--- src/verilog/acts_pkg.sv ---
package acts_pkg;
  localparam int ACTS_NCH = 22;
  localparam int ACTS_SELW = 5;
  localparam int ACTS_TRIG_WORDS = 12;
  localparam int ACTS_AW = 12;
  // Byte offsets of the register words
  localparam logic [11:0] ACTS_OFF_MODE_MID = 12'h000;
  localparam logic [11:0] ACTS_OFF_MODE_HIGH = 12'h004;
  localparam logic [11:0] ACTS_OFF_IRQ_EN_LOW = 12'h008;
  localparam logic [11:0] ACTS_OFF_IRQ_EN_HIGH = 12'h00C;
  localparam logic [11:0] ACTS_OFF_RDY_LOW = 12'h010;
  localparam logic [11:0] ACTS_OFF_RDY_HIGH = 12'h014;
  localparam logic [11:0] ACTS_OFF_LVL_LOW = 12'h018;
  localparam logic [11:0] ACTS_OFF_LVL_HIGH = 12'h01C;
  localparam logic [11:0] ACTS_OFF_IRQ_STAT = 12'h020;
  localparam logic [11:0] ACTS_OFF_IRQ_MASK = 12'h024;
  localparam logic [11:0] ACTS_OFF_TRIG_BASE = 12'h040;
  localparam logic [11:0] ACTS_OFF_TRIG_END = 12'h070;
  // Field positions inside a selector word
  localparam int ACTS_SEL_LO_POS = 0;
  localparam int ACTS_SEL_HI_POS = 8;
  localparam int ACTS_MODE_HIGH_W = 12;
  localparam logic [15:0] ACTS_RST16 = 16'h0000;
  localparam logic [21:0] ACTS_RST22 = 22'h000000;
  // Trigger source codes
  localparam logic [4:0] ACTS_SRC_NONE = 5'h00;
  localparam logic [4:0] ACTS_SRC_COMMON_SW = 5'h01;
  localparam logic [4:0] ACTS_SRC_LEVEL_SW = 5'h02;
  localparam logic [4:0] ACTS_SRC_PWM_SPECIAL = 5'h04;
  localparam logic [4:0] ACTS_SRC_PWM_PRI1 = 5'h05;
  localparam logic [4:0] ACTS_SRC_PWM_PRI5 = 5'h09;
  localparam logic [4:0] ACTS_SRC_TMR1 = 5'h0C;
  localparam logic [4:0] ACTS_SRC_TMR2 = 5'h0D;
  localparam logic [4:0] ACTS_SRC_PWM_SEC_SPECIAL = 5'h0E;
  localparam logic [4:0] ACTS_SRC_PWM_SEC1 = 5'h0F;
  localparam logic [4:0] ACTS_SRC_PWM_SEC5 = 5'h13;
  localparam logic [4:0] ACTS_SRC_OC1 = 5'h16;
  localparam logic [4:0] ACTS_SRC_OC2 = 5'h17;
  localparam logic [4:0] ACTS_SRC_CLIM1 = 5'h18;
  localparam logic [4:0] ACTS_SRC_CLIM5 = 5'h1C;
  localparam logic [4:0] ACTS_SRC_EXT = 5'h1F;

  typedef struct packed {
    logic common_sw;
    logic level_sw;
    logic pwm_special;
    logic [4:0] pwm_pri;
    logic tmr1;
    logic tmr2;
    logic pwm_sec_special;
    logic [4:0] pwm_sec;
    logic oc1;
    logic oc2;
    logic [4:0] pwm_climit;
  } acts_trig_src_t;

  typedef struct packed {
    logic [21:16] differential_select;
    logic [21:8] sign_select;
  } acts_mode_t;
endpackage : acts_pkg

--- src/verilog/acts_sync2.sv ---
`timescale 1ns/10ps
module acts_sync2 (
  // Clock and reset
  input wire logic clk,
  input wire logic rst_n,
  // Level crossing
  input wire logic din,
  output logic dout
);
  import acts_pkg::*;
  logic meta_r;
  logic sync_r;

  // Second stage is the only reader of the first
  always_ff @(posedge clk or negedge rst_n) begin
    if (!rst_n) begin
      meta_r <= 1'b0;
      sync_r <= 1'b0;
    end else begin
      meta_r <= din;
      sync_r <= meta_r;
    end
  end

  assign dout = sync_r;
endmodule : acts_sync2

--- src/verilog/acts_trig_mux.sv ---
`timescale 1ns/10ps
module acts_trig_mux (
  // Selection
  input wire logic [4:0] sel,
  input wire acts_pkg::acts_trig_src_t src,
  input wire logic ext_trig,
  // Selected source level
  output logic hit
);
  import acts_pkg::*;

  function automatic logic in_range(input logic [4:0] v, input logic [4:0] lo,
                                    input logic [4:0] hi);
    in_range = (v >= lo) && (v <= hi);
  endfunction : in_range

  always_comb begin
    hit = 1'b0;
    // none and software
    if (sel == ACTS_SRC_COMMON_SW) hit = src.common_sw;
    if (sel == ACTS_SRC_LEVEL_SW) hit = src.level_sw;
    // PWM primary triggers
    if (sel == ACTS_SRC_PWM_SPECIAL) hit = src.pwm_special;
    if (in_range(sel, ACTS_SRC_PWM_PRI1, ACTS_SRC_PWM_PRI5))
      hit = src.pwm_pri[3'(sel - ACTS_SRC_PWM_PRI1)];
    // timer period matches
    if (sel == ACTS_SRC_TMR1) hit = src.tmr1;
    if (sel == ACTS_SRC_TMR2) hit = src.tmr2;
    // PWM secondary triggers
    if (sel == ACTS_SRC_PWM_SEC_SPECIAL) hit = src.pwm_sec_special;
    if (in_range(sel, ACTS_SRC_PWM_SEC1, ACTS_SRC_PWM_SEC5))
      hit = src.pwm_sec[3'(sel - ACTS_SRC_PWM_SEC1)];
    // output compare
    if (sel == ACTS_SRC_OC1) hit = src.oc1;
    if (sel == ACTS_SRC_OC2) hit = src.oc2;
    // current-limit triggers
    if (in_range(sel, ACTS_SRC_CLIM1, ACTS_SRC_CLIM5))
      hit = src.pwm_climit[3'(sel - ACTS_SRC_CLIM1)];
    // reserved codes stay silent
    if (sel == ACTS_SRC_EXT) hit = ext_trig;
  end
endmodule : acts_trig_mux

--- src/verilog/acts_ctrl.sv ---
// The placing of the registers and register access over APB were decided locally.
`timescale 1ns/10ps
// How it works
// Odd mode bit selects differential, channels 16-21
// SIGN bit one selects signed, channels 8-21
// Unimplemented bits ignore writes, read zero; the odd mode_mid_r bits are stored and read back
// Per-channel enable gates common and channel interrupts
// Ready flag set when result available
// Ready flags read-only, hardware sets and clears
// Five-bit selector per channel, two per word
// Code 0 none, 1 common, 2 level software
// Code 4 special event, 5-9 PWM primary
// Codes 12, 13 timer 1, 2 period match
// Code 14 secondary special, 15-19 PWM secondary
// Codes 22, 23 output compare 1, 2
// Codes 24-28 PWM current-limit triggers
// Software avoids reserved codes; 31 external
// All control and ready bits reset zero
// Level-enable bit picks level or edge trigger
// Buffer read clears ready; new result sets
module acts_ctrl #(
  parameter int NCH = acts_pkg::ACTS_NCH
) (
  // APB slave
  input wire logic pclk,
  input wire logic presetn,
  input wire logic psel,
  input wire logic penable,
  input wire logic pwrite,
  input wire logic [11:0] paddr,
  input wire logic [31:0] pwdata,
  output logic [31:0] prdata,
  output logic pready,
  output logic pslverr,
  // Trigger sources
  input wire acts_pkg::acts_trig_src_t trig_src,
  input wire logic external_trigger_input,
  // Conversion core side
  input wire logic conv_done,
  input wire logic [4:0] conv_chan,
  input wire logic buf_read,
  input wire logic [4:0] buf_read_chan,
  output logic [21:0] trig_req,
  output acts_pkg::acts_mode_t chan_mode,
  // Interrupts
  output logic [21:0] chan_irq,
  output logic irq
);
  import acts_pkg::*;

  initial begin
    if (NCH != ACTS_NCH) $error("acts_ctrl serves exactly 22 channels");
  end

  logic [15:0] mode_mid_r;
  logic [ACTS_MODE_HIGH_W-1:0] mode_high_r;
  logic [21:0] irq_en_r;
  logic [21:0] lvl_en_r;
  logic [21:0] ready_r;
  logic [21:0] sticky_r;
  logic [21:0] mask_r;
  logic [4:0] sel_r [0:21];
  logic [21:0] hit;
  logic [21:0] hit_prev_r;
  logic [21:0] trig_req_r;
  logic [21:0] chan_irq_r;
  logic irq_r;
  logic [31:0] prdata_r;
  logic pready_r;
  logic pslverr_r;
  logic ext_sync;
  logic wr_en;
  logic setup;
  logic [21:0] done_vec;
  logic [21:0] read_vec;

  function automatic logic [21:0] onehot(input logic fire, input logic [4:0] ch);
    onehot = '0;
    if (fire && ch < 5'd22) onehot[ch] = 1'b1;
  endfunction : onehot

  function automatic logic is_trig(input logic [11:0] a);
    is_trig = (a >= ACTS_OFF_TRIG_BASE) && (a < ACTS_OFF_TRIG_END);
  endfunction : is_trig

  function automatic logic [3:0] trig_word(input logic [11:0] a);
    logic [11:0] d;
    d = a - ACTS_OFF_TRIG_BASE;
    trig_word = d[5:2];
  endfunction : trig_word

  function automatic logic mapped(input logic [11:0] a);
    mapped = is_trig(a) || (a[1:0] == 2'b00 && a <= ACTS_OFF_IRQ_MASK);
  endfunction : mapped

  assign setup = psel && !penable;
  assign wr_en = psel && penable && pwrite && pready_r && mapped(paddr);
  assign done_vec = onehot(conv_done, conv_chan);
  assign read_vec = onehot(buf_read, buf_read_chan);

  acts_sync2 u_ext_sync (
    .clk(pclk),
    .rst_n(presetn),
    .din(external_trigger_input),
    .dout(ext_sync)
  );

  // Answer one cycle after setup; pready drops after the access
  always_ff @(posedge pclk or negedge presetn) begin
    if (!presetn) begin
      pready_r <= 1'b0;
      pslverr_r <= 1'b0;
    end else begin
      pready_r <= setup;
      pslverr_r <= setup && !mapped(paddr);
    end
  end

  // unused bits read zero, except the odd mode_mid_r bits, which read back
  always_ff @(posedge pclk or negedge presetn) begin
    if (!presetn) begin
      prdata_r <= '0;
    end else if (setup && !pwrite) begin
      prdata_r <= '0;
      if (is_trig(paddr)) begin
        prdata_r[ACTS_SEL_LO_POS +: 5] <= (2 * trig_word(paddr) < 22) ?
                                          sel_r[5'(2 * trig_word(paddr))] : 5'h00;
        prdata_r[ACTS_SEL_HI_POS +: 5] <= (2 * trig_word(paddr) + 1 < 22) ?
                                          sel_r[5'(2 * trig_word(paddr) + 1)] : 5'h00;
      end else begin
        unique case (paddr)
          ACTS_OFF_MODE_MID: prdata_r[15:0] <= mode_mid_r;
          ACTS_OFF_MODE_HIGH: prdata_r[11:0] <= mode_high_r;
          ACTS_OFF_IRQ_EN_LOW: prdata_r[15:0] <= irq_en_r[15:0];
          ACTS_OFF_IRQ_EN_HIGH: prdata_r[5:0] <= irq_en_r[21:16];
          ACTS_OFF_RDY_LOW: prdata_r[15:0] <= ready_r[15:0];
          ACTS_OFF_RDY_HIGH: prdata_r[5:0] <= ready_r[21:16];
          ACTS_OFF_LVL_LOW: prdata_r[15:0] <= lvl_en_r[15:0];
          ACTS_OFF_LVL_HIGH: prdata_r[5:0] <= lvl_en_r[21:16];
          ACTS_OFF_IRQ_STAT: prdata_r[21:0] <= sticky_r;
          ACTS_OFF_IRQ_MASK: prdata_r[21:0] <= mask_r;
          default: prdata_r <= '0;
        endcase
      end
    end
  end

  // mode bits, zero at reset
  always_ff @(posedge pclk or negedge presetn) begin
    if (!presetn) begin
      mode_mid_r <= ACTS_RST16;
      mode_high_r <= '0;
    end else if (wr_en && paddr == ACTS_OFF_MODE_MID) begin
      mode_mid_r <= pwdata[15:0];
    end else if (wr_en && paddr == ACTS_OFF_MODE_HIGH) begin
      mode_high_r <= pwdata[ACTS_MODE_HIGH_W-1:0];
    end
  end

  // enable words
  always_ff @(posedge pclk or negedge presetn) begin
    if (!presetn) begin
      irq_en_r <= ACTS_RST22;
      lvl_en_r <= ACTS_RST22;
      mask_r <= ACTS_RST22;
    end else if (wr_en) begin
      unique case (paddr)
        ACTS_OFF_IRQ_EN_LOW: irq_en_r[15:0] <= pwdata[15:0];
        ACTS_OFF_IRQ_EN_HIGH: irq_en_r[21:16] <= pwdata[5:0];
        ACTS_OFF_LVL_LOW: lvl_en_r[15:0] <= pwdata[15:0];
        ACTS_OFF_LVL_HIGH: lvl_en_r[21:16] <= pwdata[5:0];
        ACTS_OFF_IRQ_MASK: mask_r <= pwdata[21:0];
        default: ;
      endcase
    end
  end

  // ready flags, set wins
  always_ff @(posedge pclk or negedge presetn) begin
    if (!presetn) begin
      ready_r <= ACTS_RST22;
    end else begin
      ready_r <= (ready_r & ~read_vec) | done_vec;
    end
  end

  // Set beats a same-cycle clear so no event is lost
  // sticky status only for enabled channels; write one clears
  always_ff @(posedge pclk or negedge presetn) begin
    if (!presetn) begin
      sticky_r <= ACTS_RST22;
    end else if (wr_en && paddr == ACTS_OFF_IRQ_STAT) begin
      sticky_r <= (sticky_r & ~pwdata[21:0]) | (done_vec & irq_en_r);
    end else begin
      sticky_r <= sticky_r | (done_vec & irq_en_r);
    end
  end

  // interrupt outputs
  always_ff @(posedge pclk or negedge presetn) begin
    if (!presetn) begin
      chan_irq_r <= ACTS_RST22;
      irq_r <= 1'b0;
    end else begin
      chan_irq_r <= ready_r & irq_en_r;
      irq_r <= |(sticky_r & mask_r & irq_en_r);
    end
  end

  genvar c;
  generate
    for (c = 0; c < 22; c++) begin : g_chan
      // selector for channel c
      always_ff @(posedge pclk or negedge presetn) begin
        if (!presetn) begin
          sel_r[c] <= ACTS_SRC_NONE;
        end else if (wr_en && is_trig(paddr) && trig_word(paddr) == 4'(c / 2)) begin
          sel_r[c] <= pwdata[(c % 2) * ACTS_SEL_HI_POS +: 5];
        end
      end

      acts_trig_mux u_mux (
        .sel(sel_r[c]),
        .src(trig_src),
        .ext_trig(ext_sync),
        .hit(hit[c])
      );

      // level or rising edge
      always_ff @(posedge pclk or negedge presetn) begin
        if (!presetn) begin
          hit_prev_r[c] <= 1'b0;
          trig_req_r[c] <= 1'b0;
        end else begin
          hit_prev_r[c] <= hit[c];
          trig_req_r[c] <= lvl_en_r[c] ? hit[c] : (hit[c] && !hit_prev_r[c]);
        end
      end
    end
  endgenerate

  assign prdata = prdata_r;
  assign pready = pready_r;
  assign pslverr = pslverr_r;
  assign trig_req = trig_req_r;
  assign chan_irq = chan_irq_r;
  assign irq = irq_r;
  assign chan_mode.differential_select = {mode_high_r[11], mode_high_r[9], mode_high_r[7],
                                          mode_high_r[5], mode_high_r[3], mode_high_r[1]};
  assign chan_mode.sign_select = {mode_high_r[10], mode_high_r[8], mode_high_r[6],
                                  mode_high_r[4], mode_high_r[2], mode_high_r[0],
                                  mode_mid_r[14], mode_mid_r[12], mode_mid_r[10],
                                  mode_mid_r[8], mode_mid_r[6], mode_mid_r[4],
                                  mode_mid_r[2], mode_mid_r[0]};
endmodule : acts_ctrl

--- config.mk ---
export PLATFORM = sky130hd
export DESIGN_NAME = acts_ctrl
export DESIGN_NICKNAME = d
export VERILOG_FILES = /design/src/verilog/acts_pkg.sv /design/src/verilog/acts_sync2.sv /design/src/verilog/acts_trig_mux.sv /design/src/verilog/acts_ctrl.sv
export SDC_FILE = /design/constraint.sdc
export NUM_CORES = 1
export LEC_CHECK = 0
export BUFFER_PORTS_ARGS = -buffer_cell sky130_fd_sc_hd__buf_4
export CAP_MARGIN = 20
export CORE_AREA = 3 3 220 222
export CTS_CLUSTER_SIZE = 10
export DETAILED_ROUTE_END_ITERATION = 6
export DIE_AREA = 0 0 223 225
export MAX_ROUTING_LAYER = met4
export PLACE_DENSITY = 0.73
export SYNTH_ARGS = -nofsm -noshare
export SYNTH_HDL_FRONTEND = slang
export SYNTH_HIERARCHICAL = 1
export SYNTH_SLANG_ARGS = --single-unit
export TNS_END_PERCENT = 100
--- constraint.sdc ---
create_clock -name pclk -period 2.3 [get_ports pclk]
set_clock_uncertainty 0.2 [all_clocks]
set_input_delay 0.345 -clock pclk [delete_from_list [all_inputs] [get_ports pclk]]
set_output_delay 0.345 -clock pclk [all_outputs]
set_load 0.02 [all_outputs]
---- After elaboration in Yosys (flattened, before gate mapping) ----
Cells that the tools add are included.
W data, S select, Z words.
storage, ports and cells
  register bits ........................... 351
  output and inout bits ................... 99
  word-level logic and storage cells ...... 1185
operators by class
  bitwise operators ....................... 14
  eq/ne operators ......................... 217
  multiplexer cells ....................... 441
  reduce and logical (&&, ||, !) cells .... 152
  magnitude comparators ................... 211
  add/subtract/negate cells ............... 68
operators with widths
  operator               number
  $mux W1                354
  $eq A5 B4 Y1 const B   66
  $eq A5 B5 Y1 const B   66
  $lt A3 B4 Y1 const B   66
  $le A5 B5 Y1 const B   44
  $bmux W1 S3            66
  $and A22 B22 Y22       6
  $sub A3 B3 Y3 const B  44
  $logic_and A1 B1 Y1    116
  $eq A5 B1 Y1 const B   22
  $eq A5 B2 Y1 const B   22
  $eq A5 B3 Y1 const B   22
  $ge A5 B3 Y1 const B   22
  $ge A5 B4 Y1 const B   22
  $ge A5 B5 Y1 const B   22
  $le A5 B4 Y1 const B   22
  $mux W22               3
  $or A22 B22 Y22        3
  $sub A3 B1 Y3 const B  22
  $pmux W6 S10           1
  $bmux W5 S5            2
  $eq A12 B5 Y1 const B  4
  $not A22 Y22           2
  $pmux W6 S7            1
  32 further kinds       83

---- Depth between registers and ports, before layout ----
  depth in word-level cells ............... 15
  gate-level depth with buffers ........... 9
  depth with buffers taken out ............ 8

---- Cells and area by module ----
Netlist, hierarchy kept.
modules (own cells, without submodules)
  module                               seq. area each (um^2)  area each (um^2)  cells an instance  instances
  acts_ctrl                            8483.1                 15223.4           1182               1
  acts_trig_mux (g_chan[0].u_mux ...)  0.0                    470.5             62                 21
  acts_trig_mux (g_chan[9].u_mux)      0.0                    460.4             61                 1
  acts_sync2                           50.0                   50.0              2                  1

---- Worst setup path after synthesis ----
OpenSTA, ideal clock, no wires.
  kind .................................... input-to-reg
  start ................................... in paddr[3]
  end ..................................... reg irq_en_r[13]
  path buffers ............................ 2
  arrival ................................. 2360 ps
  slack ................................... -385 ps
  cell stages on the path ................. 7
  cell sequence ........................... buf_6 > nor4b_4 > a22oi_2 > o32a_1 > nor4_4 > buf_6 > mux2_2
on the way
  word-level cells in the longest chain between the ends .. 5
  elaborated cells between the ends (all ways) .. 9
RTL lines
  what                                           RTL line                          source
  start, declared                                acts_ctrl.sv:30                   input wire logic [11:0] paddr,
  $ge A12 B7 Y1, or another cell as far along    acts_ctrl.sv:83                   is_trig = (a >= ACTS_OFF_TRIG_BASE) && (a < ACTS_OFF_TRIG_END);
  $logic_and A1 B1 Y1, on equally long branches  acts_ctrl.sv:83, acts_ctrl.sv:93
  $logic_or A1 B1 Y1                             acts_ctrl.sv:93                   mapped = is_trig(a) || (a[1:0] == 2'b00 && a <= ACTS_OFF_IRQ_MASK);
  $logic_and A1 B1 Y1                            acts_ctrl.sv:97                   assign wr_en = psel && penable && pwrite && pready_r && mapped(paddr);
  $reduce_and A2 Y1 (no source line) (*)         --
  end signal, assigned                           acts_ctrl.sv:168                  ACTS_OFF_IRQ_EN_LOW: irq_en_r[15:0] <= pwdata[15:0];
  end, declared                                  acts_ctrl.sv:57                   logic [21:0] irq_en_r;
Every way passes the cells marked *; elsewhere a longest branch is shown, timed or not.
A chain may end at the register's enable or synchronous reset.

---- Final worst setup path ----
  start ................................... reg sel_r[41] (netlist name)
  end ..................................... reg trig_req_r[13] (netlist: trig_req[13])
on the way
  word-level cells in the longest chain between the ends .. 15
  elaborated cells between the ends (all ways) .. 41
RTL lines
  what                                                                    RTL line             source
  start, declared                                                         acts_ctrl.sv:62      logic [4:0] sel_r [0:21];
  start signal, assigned by index                                         acts_ctrl.sv:218     sel_r[c] <= pwdata[(c % 2) * ACTS_SEL_HI_POS +: 5];
  parallel branches: the longest is 12 deep, another holds $sub A3 B3 Y3  --
  $mux W1 (*)                                                             acts_trig_mux.sv:40  if (sel == ACTS_SRC_EXT) hit = ext_trig;
  named net hit[13]                                                       acts_ctrl.sv:63      logic [21:0] hit;
  $logic_and A1 B1 Y1                                                     acts_ctrl.sv:236     trig_req_r[c] <= lvl_en_r[c] ? hit[c] : (hit[c] && !hit_prev_r[c]);
  $mux W1 (*)                                                             acts_ctrl.sv:236
  end signal, assigned by index                                           acts_ctrl.sv:236
  end, declared                                                           acts_ctrl.sv:65      logic [21:0] trig_req_r;
Mark *: on every way through the listed nets, which the timed path passes. The select of a mux whose other input is x is not followed.

==> results_dict.tcl <==
set metrics [dict create \
    status "complete, but fails checks" \
    violations "negative setup slack" \
    dp_hpwl_mm 66.16 \
    gr-total-overflow 0 \
    slew_viol_final 0 \
    synth-edff-count 0 \
    chipHeight_um 225 \
    drtAntennaViolNets 0 \
    hold_viol 0 \
    cp_data_arrival_time_ns 2.61 \
    rows 79 \
    cts_buffers 43 \
    die_w_um 223 \
    cts_tree "yes" \
    vias_per_cell 6.515 \
    grt_pass1_wl_mm 142.8 \
    grt_pass1_vias 23750 \
    die_area_um2 50180 \
    leakagePower_uw 0.01445 \
    finalWorstSetupSlack_ns -0.05047 \
    cpMaxStageDelayCell "dfrtp_1" \
    ys_ff_latch 341 \
    drt-initial-drc-count 2687 \
    vias 23770 \
    wl_per_cell_um 26.13 \
    grt_usage_pct 38.03 \
    slowest_delay_ns 0.43 \
    cap_viol_max_count 0 \
    p_per_area_nw_per_um2 448.6 \
    synthArstFlopShare_pct 100.0 \
    worst_slew_pin_slew_ns 0.6512 \
    yosys_warnings 6 \
    maxSlewHeadroom_pct 56.59 \
    first_pass_iters 6 \
    antenna_found_initial 3 \
    peakVddDrop_mv 0.8065 \
    syn_avg_cell_area_um2 10.06 \
    htreeDepth 2 \
    initial_core_util_pct 55.02 \
    core_area_um2 46560 \
    mappedNetlistArea_um2 25610 \
    rsz0062_at_grt "true" \
    worstPathCellList "inv_2 > ha_4 > mux4_2 > mux2i_1 > o21ai_1 > a21oi_1 > o221ai_2 > a21boi_2" \
    netlist_instances 2547 \
    synth_ff_type "dfrtp_1" \
    grt_max_degree 79 \
    cts-root-buf "clkbuf_16" \
    synthToLayoutAreaGrowth_pct 25.94 \
    drc 0 \
    crit_buf_inv 1 \
    numPortBuffers 163 \
    seq_area_frac_synth_pct 33.32 \
    worstPathRequired_ns 2.56 \
    setup_tns_ns -0.2067 \
    cp_max_fo 4 \
    critical_path_class "reg -> reg" \
    setup_viol 9 \
    hp-class "in -> async" \
    layout_worst_path_cycle_share_pct 102.2 \
    drt-total-wl_mm 95.36 \
    clkLatencyLatePin_ns 0.58 \
    place.gp.congestion 0.9794 \
    clkSinkCount 341 \
    ys_types 72 \
    critPathTopFamily "compound AO/OA/AOI/OAI gates" \
    drive_gt1_share_pct 36.00 \
    finalPower_uw 14470 \
    timing.final.crit_period_ns 2.350 \
    max_freq_mhz 425.4 \
    endpoint_kind "register" \
    io_pins 184 \
    nets 3218 \
    cts_buffer_depth 3 \
    cts.reportedPaths.clkPinSlew_ns 0.05 \
    setup.worst_path.start_class "register" \
]
[flip-flops by register name (all words and copies together), names as in the netlist, 12 cells and up]
| register | flops |
|---|---|
| sel_r | 110 |
| chan_irq | 22 |
| hit_prev_r | 22 |
| irq_en_r | 22 |
| lvl_en_r | 22 |
| mask_r | 22 |
| prdata | 22 |
| ready_r | 22 |
| sticky_r | 22 |
| trig_req | 22 |
| mode_mid_r | 16 |
| mode_high_r | 12 |
[per-layer routing]
metal	wire [µm]	vias to the layer above	track usage (%)
met2	43320	1423	57.75
met1	36560	11720	48.21
met4	5295	0	18.85
met3	10180	342	8.714
met5	0	-	-
li1	-	10290	-
[logic make-up after synthesis]
logic type	after synthesis	share of synthesized area, %
muxes	393	21.23
adders and majority gates	110	5.373
AOI/OAI and AO/OA	618	16.17
buffers and inverters	275	6.052
and+or+nand+nor	721	14.83
DFF	341	33.32
other	1	0.01464
xor gates and xnor gates	88	3.009
[placed cells by master, fill, tap and decap left out, drive strengths merged, types with 63 or more instances in the layout]
cell    count
mux2i      63
nand2     291
mux2      233
inv       132
xnor2      66
ha        110
a21oi     100
buf       538
mux4       97
o21ai     152
o211ai     81
nor2      122
dfrtp     341
[area by class of cell]
type / count / area [µm²]
diodes: 3 / 7.507
clock buffers: 52 / 1160
clock inverters: 9 / 132.6
fillers: 3376 / 14300
inverters: 128 / 480.5
multi-input cells: 1940 / 16380
flip-flops and latches: 341 / 8538
well taps: 607 / 759.5
repair buffers: 569 / 4800
[worst paths after layout]
path	from	depth (start not counted)	endpoint	slack, ns
setup / recovery	sel_r[41]	8	trig_req[13]	-0.05
hold / removal	presetn	2	sel_r[15]	0.02
setup reg to reg	sel_r[41]	8	trig_req[13]	-0.05
hold reg to reg	u_ext_sync/meta_r	0	u_ext_sync/dout	0.15
max in group asynchronous	presetn	3	sel_r[40]	1.12
min in group pclk	conv_chan[2]	5	ready_r[10]	0.05
[cell usage after synthesis, types with 11 or more instances]
cell type | n | share of area [%]
a22o_1 | 11 | 0.38
a22oi_1 | 22 | 0.64
xor2_1 | 22 | 0.75
xnor2_1 | 66 | 2.3
mux2i_1 | 63 | 2.5
and3_1 | 14 | 0.34
buf_6 | 46 | 2.0
nor3_1 | 28 | 0.55
nand3b_1 | 24 | 0.70
o221ai_1 | 25 | 0.85
nor3b_1 | 24 | 0.70
nor2b_1 | 35 | 0.85
a21boi_0 | 22 | 0.64
nand2_1 | 290 | 4.2
buf_4 | 40 | 1.2
dfrtp_1 | 341 | 33
nor2_1 | 117 | 1.7
a31oi_1 | 15 | 0.37
and3b_4 | 21 | 1.0
ha_1 | 110 | 5.4
a21oi_1 | 100 | 2.0
inv_1 | 128 | 1.9
o211ai_1 | 81 | 2.4
clkbuf_1 | 34 | 0.50
o2111ai_1 | 22 | 0.75
and3b_1 | 23 | 0.79
and2_1 | 24 | 0.59
o21ai_0 | 152 | 3.0
buf_2 | 18 | 0.35
a211o_1 | 48 | 1.6
o21a_1 | 46 | 1.3
o22ai_1 | 25 | 0.61
a21o_1 | 16 | 0.47
nand3_1 | 62 | 1.2
mux2_2 | 232 | 10
mux4_2 | 97 | 8.5
[repair_timing]
item / CTS / global route
endpoints found under the setup margin: 38 / 117
cloned: 1 / 1
hold buffers: 30 / 0
resized for setup: 39 / 128
buffers inserted: 6 / 25
hold endpoints to repair: 404 / 0
pin swaps: 10 / 42
[worst reg2reg max path, cell delays in order, from the launching register on]
cell	delay, ns
dfrtp_1	0.43
inv_2	0.08
ha_4	0.30
mux4_2	0.31
mux2i_1	0.19
o21ai_1	0.09
a21oi_1	0.20
o221ai_2	0.22
a21boi_2	0.22
[stage by stage]
stage	setup slack, ns	cell area [µm²]	util, %	std cells	hold slack [ns]
floorplan	-0.2243	25850	-	2556	-0.1506
finish	-0.05047	32260	69.29	3649	0.01983
detailed placement	-0.5230	29720	63.84	3528	0.02983
global placement	-0.5068	29720	63.84	3528	0.02793
global route	-0.07811	32260	69.29	3649	0.03700
CTS	-0.02905	31560	67.78	3626	0.01679
[where the power goes]
group	internal (µW)	switching [µW]	leakage [µW]
logic	628	1020	0.00919
registers	6140	165	0.00462
clock network	3780	2740	0.000639
No activity file was read; power rests on OpenSTA's default activity.
